$ cat config.mk
export PLATFORM = sky130hd
export DESIGN_NAME = timer8_shared_prescaler
export DESIGN_NICKNAME = d
export VERILOG_FILES = /design/src/core/timer8_pkg.sv /design/src/core/timer8_shared_prescaler.sv
export SDC_FILE = /design/constraint.sdc
export NUM_CORES = 1
export LEC_CHECK = 0
export BUFFER_PORTS_ARGS = -buffer_cell sky130_fd_sc_hd__buf_2
export CAP_MARGIN = 20
export CORE_MARGIN = 2
export CORE_UTILIZATION = 36
export CTS_BUF_LIST = sky130_fd_sc_hd__clkbuf_16
export DETAILED_ROUTE_END_ITERATION = 10
export HOLD_SLACK_MARGIN = 0.06
export PLACE_DENSITY_LB_ADDON = 0.08
export SETUP_SLACK_MARGIN = 0.5
export SLEW_MARGIN = 15
export SYNTH_ARGS = -nofsm -noshare
export SYNTH_HDL_FRONTEND = slang
export SYNTH_SLANG_ARGS = --single-unit
$ cat constraint.sdc
create_clock -name hclk -period 6.4 [get_ports hclk]
set_clock_uncertainty 0.05 [all_clocks]
set_input_delay 0.96 -clock hclk [delete_from_list [all_inputs] [get_ports hclk]]
set_output_delay 0.96 -clock hclk [all_outputs]
set_load 0.05 [all_outputs]
$ cat src/core/timer8_pkg.sv
// Shared constants and types for the 8-bit timer with shared prescaler
package timer8_pkg;

    // Register indexes; byte address is four times the index
    localparam logic [7:0] IDX_COUNT = 8'h01;
    localparam logic [7:0] IDX_INTCTL = 8'h0B;
    localparam logic [7:0] IDX_OPTION = 8'h81;
    localparam logic [7:0] IDX_CTRL = 8'h90;

    // Reset values
    localparam logic [7:0] OPTION_RESET = 8'hFF;
    localparam logic [7:0] COUNT_RESET = 8'h00;

    // Interrupt control fields
    localparam int INTCTL_FLAG_BIT = 2;
    localparam int INTCTL_EN_BIT = 5;

    // Block control fields
    localparam int CTRL_SLEEP_BIT = 0;
    localparam int CTRL_WDT_CLEAR_BIT = 1;

    // Counting constants
    localparam logic [7:0] COUNT_MAX = 8'hFF;
    localparam logic [1:0] WRITE_INHIBIT_INSTR = 2'h2;
    localparam logic [1:0] PHASE_Q2 = 2'h1;
    localparam logic [1:0] PHASE_Q4 = 2'h3;
    localparam int CLK_PERIOD_NS = 10;

    // Option register fields, bit 7 first
    typedef struct packed {
        logic port_pullup_disable;
        logic ext_irq_edge_select;
        logic count_source_select;
        logic count_edge_select;
        logic prescaler_owner_select;
        logic [2:0] prescale_rate_code;
    } option_s;

    // Captured bus address phase
    typedef struct packed {
        logic wr;
        logic ok;
        logic [7:0] idx;
    } bus_req_s;

endpackage

$ cat src/core/timer8_shared_prescaler.sv
// 8-bit timer/counter with prescaler shared with the watchdog, AHB-Lite slave
// What this block does
// - Eight-bit counter wraps FFh to 00h; each wrap is an overflow event.
// - Internal source: advance once per instruction cycle, prescaled only if assigned.
// - After a count write, no increments for the next two instruction cycles.
// - External source: count pin edges; edge bit 0 rising, 1 falling.
// - One prescaler, one owner: bit 3 high watchdog, low the counter.
// - Software can neither read nor load the prescaler count.
// - Rate code: counter 1:2 up to 1:256, watchdog 1:1 up to 1:128.
// - Count write clears prescaler when the counter owns it; owner unchanged.
// - Watchdog clear clears prescaler when the watchdog owns it.
// - Overflow sets flag bit 2; enable bit 5 gates request; software clears.
// - Counter stopped in Sleep, so no overflow wake-up.
// - External clock sampled after the prescaler on Q2 and Q4 phases.
// - Option bit 7 high disables port pull-ups, low enables them.
// - Option bit 6 picks external interrupt edge: 1 rising, 0 falling.
module timer8_shared_prescaler (
    // Clock and reset
    input wire logic hclk,
    input wire logic hresetn,
    // AHB-Lite slave
    input wire logic hsel,
    input wire logic [31:0] haddr,
    input wire logic [1:0] htrans,
    input wire logic hwrite,
    input wire logic [2:0] hsize,
    input wire logic [31:0] hwdata,
    input wire logic hready,
    output logic hreadyout,
    output logic [31:0] hrdata,
    output logic hresp,
    // Count pin and watchdog
    input wire logic ext_count_clock_pin,
    input wire logic wdt_base_tick,
    output logic wdt_tick,
    output logic wdt_clear,
    // Interrupt and port controls
    output logic overflow_irq,
    output logic port_pullup_disable,
    output logic ext_irq_edge_select
);

    timer8_pkg::option_s option_q;
    timer8_pkg::option_s option_d;
    timer8_pkg::bus_req_s req_q;
    logic [7:0] count_q;
    logic [7:0] count_d;
    logic [7:0] pre_q;
    logic [7:0] pre_d;
    logic [1:0] phase_q;
    logic [1:0] inhibit_q;
    logic [1:0] inhibit_d;
    logic flag_q;
    logic flag_d;
    logic irq_en_q;
    logic sleep_q;
    logic pend_q;
    logic ext_s1_q;
    logic ext_s2_q;
    logic ext_s3_q;
    logic ext_lvl_q;
    logic hreadyout_q;
    logic [31:0] hrdata_q;
    logic wdt_tick_q;
    logic wdt_clear_q;
    logic irq_q;

    // Bus decode
    wire addr_ok = (haddr[31:10] == 22'h0);
    wire ap_valid = hsel & htrans[1] & hready;
    wire ap_read = ap_valid & ~hwrite;
    wire [7:0] ap_idx = haddr[9:2];
    wire wr_count = req_q.wr & req_q.ok & (req_q.idx == timer8_pkg::IDX_COUNT);
    wire wr_intctl = req_q.wr & req_q.ok & (req_q.idx == timer8_pkg::IDX_INTCTL);
    wire wr_option = req_q.wr & req_q.ok & (req_q.idx == timer8_pkg::IDX_OPTION);
    wire wr_ctrl = req_q.wr & req_q.ok & (req_q.idx == timer8_pkg::IDX_CTRL);
    wire wdt_clr_cmd = wr_ctrl & hwdata[timer8_pkg::CTRL_WDT_CLEAR_BIT];

    // Instruction cycle phases
    wire instr_tick = (phase_q == timer8_pkg::PHASE_Q4);
    wire sample = (phase_q == timer8_pkg::PHASE_Q2) | instr_tick;

    // External pin filtered edges
    wire ext_agree = (ext_s2_q == ext_s3_q);
    wire ext_rise = ext_agree & ext_s3_q & ~ext_lvl_q;
    wire ext_fall = ext_agree & ~ext_s3_q & ext_lvl_q;
    wire ext_edge = option_q.count_edge_select ? ext_fall : ext_rise;

    // source choice; no source in Sleep
    wire tsrc = ~sleep_q & (option_q.count_source_select ? ext_edge : instr_tick);

    wire owner_wdt = option_q.prescaler_owner_select;
    wire pre_src = owner_wdt ? wdt_base_tick : tsrc;
    // ratio: counter one step more than watchdog
    wire [3:0] pre_bits = owner_wdt ? {1'b0, option_q.prescale_rate_code}
                                    : {1'b0, option_q.prescale_rate_code} + 4'h1;
    wire [8:0] pre_mask9 = (9'h001 << pre_bits) - 9'h001;
    wire [7:0] pre_mask = pre_mask9[7:0];
    wire pre_fire = pre_src & ((pre_q & pre_mask) == pre_mask);
    wire pre_clr = (wr_count & ~owner_wdt) | (wdt_clr_cmd & owner_wdt);

    wire timer_evt = owner_wdt ? tsrc : pre_fire;
    wire inc = pend_q & sample & (inhibit_q == 2'h0) & ~sleep_q & ~wr_count;
    wire overflow = inc & (count_q == timer8_pkg::COUNT_MAX);

    wire [7:0] rd_byte =
        !addr_ok ? 8'h00 :
        (ap_idx == timer8_pkg::IDX_COUNT) ? count_q :
        (ap_idx == timer8_pkg::IDX_INTCTL) ?
            {2'h0, irq_en_q, 2'h0, flag_q, 2'h0} :
        (ap_idx == timer8_pkg::IDX_OPTION) ? option_q :
        (ap_idx == timer8_pkg::IDX_CTRL) ? {7'h00, sleep_q} : 8'h00;

    // Next values
    always_comb
    begin
        count_d = count_q;
        if (wr_count)
            count_d = hwdata[7:0];
        else if (inc)
            count_d = count_q + 8'h01;
    end

    always_comb
    begin
        pre_d = pre_q;
        if (pre_clr)
            pre_d = 8'h00;
        else if (pre_src)
            pre_d = pre_q + 8'h01;
    end

    always_comb
    begin
        inhibit_d = inhibit_q;
        // two instruction cycles
        // Counted in Q2 increment slots, so the next two Q2 slots and any Q4 slots between them give no increment
        if (wr_count)
            inhibit_d = timer8_pkg::WRITE_INHIBIT_INSTR;
        else if (phase_q == timer8_pkg::PHASE_Q2 && inhibit_q != 2'h0)
            inhibit_d = inhibit_q - 2'h1;
    end

    assign flag_d = overflow | (wr_intctl ? hwdata[timer8_pkg::INTCTL_FLAG_BIT] : flag_q);
    assign option_d = wr_option ? timer8_pkg::option_s'(hwdata[7:0]) : option_q;

    // Bus slave
    always_ff @(posedge hclk or negedge hresetn)
    begin
        if (!hresetn)
        begin
            req_q <= '0;
            hrdata_q <= 32'h0000_0000;
            hreadyout_q <= 1'b0;
        end
        else
        begin
            req_q <= '{wr: ap_valid & hwrite, ok: addr_ok, idx: ap_idx};
            hrdata_q <= ap_read ? {24'h000000, rd_byte} : 32'h0000_0000;
            hreadyout_q <= 1'b1;
        end
    end

    // Registers
    always_ff @(posedge hclk or negedge hresetn)
    begin
        if (!hresetn)
        begin
            option_q <= timer8_pkg::option_s'(timer8_pkg::OPTION_RESET);
            count_q <= timer8_pkg::COUNT_RESET;
            flag_q <= 1'b0;
            irq_en_q <= 1'b0;
            sleep_q <= 1'b0;
        end
        else
        begin
            option_q <= option_d;
            count_q <= count_d;
            flag_q <= flag_d;
            irq_en_q <= wr_intctl ? hwdata[timer8_pkg::INTCTL_EN_BIT] : irq_en_q;
            sleep_q <= wr_ctrl ? hwdata[timer8_pkg::CTRL_SLEEP_BIT] : sleep_q;
        end
    end

    // Timing state
    always_ff @(posedge hclk or negedge hresetn)
    begin
        if (!hresetn)
        begin
            phase_q <= 2'h0;
            pre_q <= 8'h00;
            inhibit_q <= 2'h0;
            pend_q <= 1'b0;
        end
        else
        begin
            phase_q <= phase_q + 2'h1;
            pre_q <= pre_d;
            inhibit_q <= inhibit_d;
            // event held until next sample point
            pend_q <= timer_evt | (pend_q & ~sample);
        end
    end

    // pin synchroniser, level counts when stages agree
    always_ff @(posedge hclk or negedge hresetn)
    begin
        if (!hresetn)
        begin
            ext_s1_q <= 1'b0;
            ext_s2_q <= 1'b0;
            ext_s3_q <= 1'b0;
            ext_lvl_q <= 1'b0;
        end
        else
        begin
            ext_s1_q <= ext_count_clock_pin;
            ext_s2_q <= ext_s1_q;
            ext_s3_q <= ext_s2_q;
            ext_lvl_q <= ext_agree ? ext_s3_q : ext_lvl_q;
        end
    end

    // Outputs
    always_ff @(posedge hclk or negedge hresetn)
    begin
        if (!hresetn)
        begin
            wdt_tick_q <= 1'b0;
            wdt_clear_q <= 1'b0;
            irq_q <= 1'b0;
        end
        else
        begin
            wdt_tick_q <= owner_wdt ? pre_fire : wdt_base_tick;
            wdt_clear_q <= wdt_clr_cmd;
            irq_q <= flag_d & irq_en_q;
        end
    end

    assign hreadyout = hreadyout_q;
    assign hrdata = hrdata_q;
    assign hresp = 1'b0;
    assign wdt_tick = wdt_tick_q;
    assign wdt_clear = wdt_clear_q;
    assign overflow_irq = irq_q;
    assign port_pullup_disable = option_q.port_pullup_disable;
    assign ext_irq_edge_select = option_q.ext_irq_edge_select;
endmodule

* Word-level counts from Yosys, hierarchy flattened
Index checks and enable logic that the tools add are counted. W data, S select, Z words.
Word-level totals: bits of input ports 76, output and inout bits 39, register bits 58, logic and storage cells 109
Operators by class: bitwise gates (word level) 37, reduce and logical (&&, ||, !) cells 7, shift-type cells 1, equality and inequality tests 13, $add $sub $neg 6, multiplexer cells 19
Operator list (count):
- $mux W8 | 9
- $eq A8 B8 Y1 const B | 5
- $and A1 B1 Y1 | 25
- $logic_not A22 Y1 | 1
- $add A8 B1 Y8 const B | 2
- $eq A8 B1 Y1 const B | 2
- $eq A8 B4 Y1 const B | 2
- $and A8 B8 Y8 | 1
- $eq A8 B8 Y1 | 1
- $reduce_bool A2 Y1 | 4
- $shl A1 B4 Y8 const A | 1
- $sub A8 B1 Y8 const B | 1
- $mux W1 | 7
- $not A1 Y1 | 7
- $add A3 B1 Y4 const B | 1
- $mux W2 | 2
- $mux W4 | 1
- $or A1 B1 Y1 | 4
- $add A2 B1 Y2 const B | 1
- $eq A2 B1 Y1 const B | 1
- $eq A2 B2 Y1 const B | 1
- $logic_not A2 Y1 | 1
- $sub A2 B1 Y2 const B | 1
- $eq A1 B1 Y1 | 1
- $logic_and A1 B1 Y1 | 1

* Longest topological paths before layout
Gate-level depths: netlist of run 1.
depth in word-level cells 10, mapped depth 12, depth with buffers taken out 11

* Worst setup path after synthesis of run 1
No wires, ideal clock.
path kind reg-to-reg, start reg option_q[0] (netlist bit), end reg pend_q, setup time 0.124 ns, data arrival time 2.355 ns, clock period less this slack 2.529 ns, stages on the path, launching flop included 12, required time 6.226 ns, buffers on the path 1, slack 3.871 ns, cells stage by stage dfstp_2 > ha_1 > buf_2 > or2_2 > a211oi_1 > a21oi_1 > ha_1 > o2111ai_1 > a221oi_1 > a311o_1 > a41oi_1 > o21ai_1
On the way: cells in the longest elaborated chain, start to end 9
Ends and longest elaborated chain:
- start: declaration | RTL line timer8_shared_prescaler.sv:43 | timer8_pkg::option_s option_q;
- start signal: assignment | RTL line timer8_shared_prescaler.sv:169 | option_q <= timer8_pkg::option_s'(timer8_pkg::OPTION_RESET);
- start signal: assignment | RTL line timer8_shared_prescaler.sv:177 | option_q <= option_d;
- $add A3 B1 Y4 | RTL line timer8_shared_prescaler.sv:96 | : {1'b0, option_q.prescale_rate_code} + 4'h1;
- $mux W4 (*) | RTL line timer8_shared_prescaler.sv:95 | wire [3:0] pre_bits = owner_wdt ? {1'b0, option_q.prescale_rate_code}
- $shl A1 B4 Y8 (*) | RTL line timer8_shared_prescaler.sv:97 | wire [8:0] pre_mask9 = (9'h001 << pre_bits) - 9'h001;
- $sub A8 B1 Y8 (*) | RTL line timer8_shared_prescaler.sv:97
- $and A8 B8 Y8 | RTL line timer8_shared_prescaler.sv:99 | wire pre_fire = pre_src & ((pre_q & pre_mask) == pre_mask);
- $eq A8 B8 Y1 (*) | RTL line timer8_shared_prescaler.sv:99
- $and A1 B1 Y1 (*) | RTL line timer8_shared_prescaler.sv:99
- $mux W1 (*) | RTL line timer8_shared_prescaler.sv:102 | wire timer_evt = owner_wdt ? tsrc : pre_fire;
- $or A1 B1 Y1 (*) | RTL line timer8_shared_prescaler.sv:201 | pend_q <= timer_evt | (pend_q & ~sample);
- end signal: assignment | RTL line timer8_shared_prescaler.sv:201
- end: declaration | RTL line timer8_shared_prescaler.sv:57 | logic pend_q;
Mark *: on every way between the ends. The rest lies on a longest branch, timed or not. A chain may end at the register's enable or synchronous reset.

* Worst setup path in the final report of run 1
start reg option_q[1] (netlist bit), end reg pend_q
The elaborated chain is that of the path after synthesis.

==> flow_summary.toml, run 1 <==
[timing]
setup_viol = 0
worst_slew_pin_slew_ns = 0.7442
drv_slew = 0
min_period_ns = 3.149
rsz0062_at_grt = "no"
post-route-period-util_pct = 49.20
maxSlewHeadroom_pct = 49.93
max_freq_mhz = 317.6
hold_violations = 0
fin_hold_ws_ns = 0.3070
setup_tns_ns = 0

[cts]
postCtsSetupBuffers = 0
cts_made_buffers = 9
clk_latency_ns = 0.33
htreeDepth = 3
cts.path.max_buffers = 2
clk_pin_slew_ns = 0.05
clock_sinks = 58
cts_tree = "yes"
holdBufCountCts = 0
cts_resized = 0
cts-root-buf = "clkbuf_16"

[yosys]
yosys_warnings = 0
synth_edf_count = 0
syn_area_um2 = 3212
synth_mux_area_share_pct = 5.415
synth.avg_cell_area_um2 = 9.944
synthArstFlopShare_pct = 100.0
synth_top_family_by_area = "simple AND/OR/NAND/NOR gates"
netlist-cell-type-count = 56
synthCells = 323
synth-compound-area-share_pct = 10.87
yosys.area_share.simple_pct = 20.26
synthFlopType = "dfrtp_1"
ys_ff_latch = 58
synth_fa_ha_area_share_pct = 3.506
synth-xor-area-share_pct = 5.181
yosysSeqAreaShare_pct = 45.50

[pwr]
ir_drop_mv = 0.1308
p_per_area_nw_per_um2 = 289.7
total_leakage_power_uw = 0.001689

[critical_path]
critical_path_buf_inv_count = 0
critPathTopFamily = "compound AO/OA/AOI/OAI gates"
crit_fanout = 17
critPathKind = "reg2reg"
r2r_slack_ns = 3.25
critPathArrivalTime_ns = 3.35
slowest_delay_ns = 0.70
slowest_stage = "dfstp_2"
cp-end-kind = "flip-flop"
crit_required_ns = 6.60
critPathLaunchType = "flip-flop"
cp_cell_sequence = "ha_1 -> nand3b_1 -> a211oi_1 -> a21oi_1 -> ha_1 -> nor2b_1 -> a21oi_1 -> nor3_1 -> nor3_1 -> a41oi_1 -> o21ai_1"

[route]
vias_per_cell = 4.917
wirelength_mm = 6.948
final_antenna_net_count = 0
vias = 2439
drc_errors = 0
avgRoutedWirePerCell_um = 14.01
firstDrtPassIters = 4
drtIter0Drc = 160

[floorplanning]
rows = 34
dieWidth_um = 98.46
core_area_um2 = 8678
die_h_um = 98.46
start_util_pct = 37.01
ios = 115
die-area_um2 = 9693

[layout]
fillers = 866
design_area_um2 = 3769
layout_common_cells = "59 x buf_2, 50 x dfrtp_1, 35 x nor2_1, 26 x conb_1, 18 x nand2_1"
layout_commonest_cell = "buf_2"
final_nets = 468
layout-drive-gt1-share_pct = 26.55
area_growth_pct = 17.34
diodes = 0

[global_routing]
grt_pass1_wl_mm = 12.04
first_global_vias = 2453
gr-usage-all-layers_pct = 15.68
gr-total-overflow = 0
grt_max_degree = 59
antenna_found_initial = 0

[status]
status = "finished, final reports clean"

[placed_design]
gp_congestion = 0.7708
dp_hpwl_mm = 4.950
place_area_um2 = 3506
port_buffers = 59

[min_path]
hold_path.class = "reg2reg"

[run]
drv_cap = 0
## layout make-up
type                            count  area, um^2  share of cell area (%)
Clock buffer                        9       225.2                   5.976
Inverter                           15       56.30                   1.494
Timing Repair Buffer               60       302.8                   8.035
Sequential cell                    58        1461                   38.78
Multi-Input combinational cell    239        1550                   41.14
Clock inverter                      7       37.54                  0.9960
Tap cell                          108       135.1                   3.586
## final timing paths
check,start,cells past startpoint,endpoint
min,ext_s1_q,0,ext_s2_q
min in group asynchronous,hresetn,2,hrdata[7]
max in group asynchronous,hresetn,2,pre_q[7]
max,option_q[1],11,pend_q
min reg2reg,ext_s1_q,0,ext_s2_q
max reg2reg,option_q[1],11,pend_q
## logic make-up (layout without fill, tap and decap cells)
kind of cell               Yosys count  in the layout
xor gates and xnor gates            19             19
AOI/OAI and AO/OA                   48             48
DFF                                 58             58
other                                2             26
adders and majority gates            9              9
muxes                               16             16
buffers and inverters               50             91
and+or+nand+nor                    121            121
## cell usage after synthesis (all sizes together), types with 4 or more instances
library cell	n	area, um^2
a21oi	13	65.06
ha	9	112.6
xnor2	11	96.34
buf	32	222.7
mux2i	5	50.05
nor3	7	40.04
xor2	8	70.07
nand3	10	50.05
inv	15	56.30
o21ai	12	82.57
nor2	36	137.6
nor2b	5	31.28
or3	4	25.02
a22oi	5	37.54
nand2	18	67.56
nand4	9	56.30
mux2	11	123.9
dfrtp	50	1251
nor4	7	43.79
dfstp	8	210.2
## power breakdown
group          internal [uW]  total (uW)  switching (uW)
clock network            256         423             166
registers                415         477            62.4
logic                   80.4         192             112
total                    751        1090             340
## registers in the layout, indices dropped and copies added (netlist names)
signal and cells:
phase_q 2, ext_s1_q 1, hrdata 8, flag_q 1
hreadyout 1, irq_en_q 1, pend_q 1, count_q 8
ext_lvl_q 1, ext_s3_q 1, wdt_clear 1, ext_irq_edge_select 1
owner_wdt 1, req_q 10, overflow_irq 1, option_q 5
inhibit_q 2, ext_s2_q 1, wdt_tick 1, sleep_q 1
port_pullup_disable 1, pre_q 8
## metrics by stage
stage	cells	util (%)	power (uW)	setup WS [ns]
global placement	480	40.40	671.4	3.311
CTS	496	43.43	1106	3.300
finish	496	43.43	1092	3.251
global route	496	43.43	1157	2.967
floorplan	347	-	627.3	3.871
detailed placement	480	40.40	674.7	3.303
## layer usage
layer / part of all wire [%] / track usage, % / up-vias
li1: - / - / 1211
met1: 47 / 21.30 / 1163
met2: 47 / 24.02 / 52
met3: 3.7 / 3.617 / 13
met4: 1.8 / 6.955 / 0
met5: 0 / 0 / -
Note: power is estimated with default switching activity, not from simulation.
==> inputs of run 2 (changes only) <==
Clock period 6.4 ns to 3.2 ns, I/O delays scaled along.
==> run 2 against run 1 <==
  * Cell count increased by 2.2%
  * Clock power grew 120%
  * Sequential share of layout area is 2.0 points lower
  * Via count up 4.2%
  * Setup slack lost 2.6 ns
  * First-iteration DRC count decreased by 40%
  * Core utilization rose by 2.5 points
  * Clock-buffer cell count is the same
  * Die area did not move
  * Critical endpoint unchanged
  * Highest routed layer unchanged
==> flow_summary.toml, run 2 (same netlist as run 1, synthesis figures left out) <==
[status]
status = "finished, final reports clean"

[route]
wirelength_mm = 7.368
firstDrtPassIters = 4
final_antenna_net_count = 0
drc_errors = 0
vias_per_cell = 5.012
vias = 2541
avgRoutedWirePerCell_um = 14.53
drtIter0Drc = 96

[layout]
fillers = 863
final_nets = 479
layout_commonest_cell = "buf_2"
area_growth_pct = 24.04
layout-drive-gt1-share_pct = 32.33
design_area_um2 = 3984
largest_reg_flops = 10
diodes = 0
layout_common_cells = "59 x buf_2, 50 x dfrtp_1, 35 x nor2_1, 26 x conb_1, 18 x nand2_1"
top_register = "req_q"

[timing]
setup_tns_ns = 0
rsz0062_at_grt = "no"
max_freq_mhz = 392.2
fin_hold_ws_ns = 0.2032
post-route-period-util_pct = 79.67
min_period_ns = 2.549
maxSlewHeadroom_pct = 36.34
worst_slew_pin_slew_ns = 0.9549
drv_slew = 0
setup_viol = 0
hold_violations = 0

[run]
drv_cap = 0

[cts]
holdBufCountCts = 0
cts-root-buf = "clkbuf_16"
cts_tree = "yes"
cts.path.max_buffers = 2
clk_latency_ns = 0.33
clk_pin_slew_ns = 0.06
cts_made_buffers = 9
htreeDepth = 3
clock_sinks = 58

[placed_design]
gp_congestion = 0.8241
place_area_um2 = 3551
dp_hpwl_mm = 5.231
port_buffers = 59

[critical_path]
critPathLaunchType = "flip-flop"
critPathKind = "reg2reg"
critPathArrivalTime_ns = 2.71
cp-end-kind = "flip-flop"
crit_required_ns = 3.36
crit_fanout = 13

[pwr]
p_per_area_nw_per_um2 = 581.6
total_leakage_power_uw = 0.001778
ir_drop_mv = 0.3207

[floorplanning]
rows = 34
die_h_um = 98.46
core_area_um2 = 8678
ios = 115
die-area_um2 = 9693
start_util_pct = 37.01
dieWidth_um = 98.46

[global_routing]
first_global_vias = 2470
grt_pass1_wl_mm = 12.34
grt_max_degree = 42
antenna_found_initial = 0
gr-usage-all-layers_pct = 16.21
gr-total-overflow = 0

[min_path]
hold_path.class = "in2reg"
[run 2: report_power, final]
part / total (uW) / leakage (uW) / internal [uW] / switching [uW]
combinational: 421 / 0.000924 / 179 / 242
clock: 947 / 0.000143 / 600 / 347
sequential: 950 / 0.000711 / 830 / 120
[run 2: area by class of cell]
cell class / count / area (um^2) / share of cell area (%)
clock inverters: 7 / 68.82 / 1.727
flip-flops and latches: 58 / 1465 / 36.78
inverters: 15 / 56.30 / 1.413
multi-input cells: 239 / 1648 / 41.36
clock buffers: 9 / 225.2 / 5.653
repair buffers: 71 / 385.4 / 9.673
well taps: 108 / 135.1 / 3.392
[run 2: what timing repair did]
action                     4_1_cts  5_1_grt
pin swaps                        0        5
setup buffers                    0        5
resized for setup                5       13
setup endpoints to repair        2        2
hold endpoints to repair         0        0
[run 2: per-layer routing]
layer,routed length (um),vias up,global-route usage [%]
met3,316,7,3.617
li1,-,1240,-
met5,0,-,0
met2,3479,59,24.86
met1,3474,1235,22.26
met4,97,0,6.744
[run 2: per-stage QoR]
stage | util, % | instances | power (uW) | worst slack, ns
final | 45.91 | 507 | 2317 | 0.6506
after global routing | 45.91 | 507 | 2454 | 0.5166
after CTS | 44.49 | 502 | 2324 | 0.5574
after detailed placement | 40.92 | 486 | 1352 | 0.4340
after global placement | 40.92 | 486 | 1349 | 0.4377
after floorplan | - | 347 | 1255 | 0.6706
[run 2: final timing paths]
kind,slack [ns],end,depth (start not counted),start
min reg2reg,0.31,ext_s2_q,0,ext_s1_q
max reg2reg,0.65,pend_q,8,option_q[2]
max in group asynchronous,2.11,pre_q[7],2,hresetn
min in group asynchronous,0.25,hrdata[7],1,hresetn
min,0.20,ext_s1_q,1,ext_count_clock_pin
max,0.65,pend_q,8,option_q[2]
[run 2: critical path, stage by stage (launching register included)]
cell       delay [ns]
dfstp_4          0.71
nand3b_1         0.15
a211oi_2         0.27
a21oi_2          0.10
ha_4             0.21
a2111oi_0        0.51
nor3_2           0.13
a41oi_1          0.21
o21ai_1          0.10
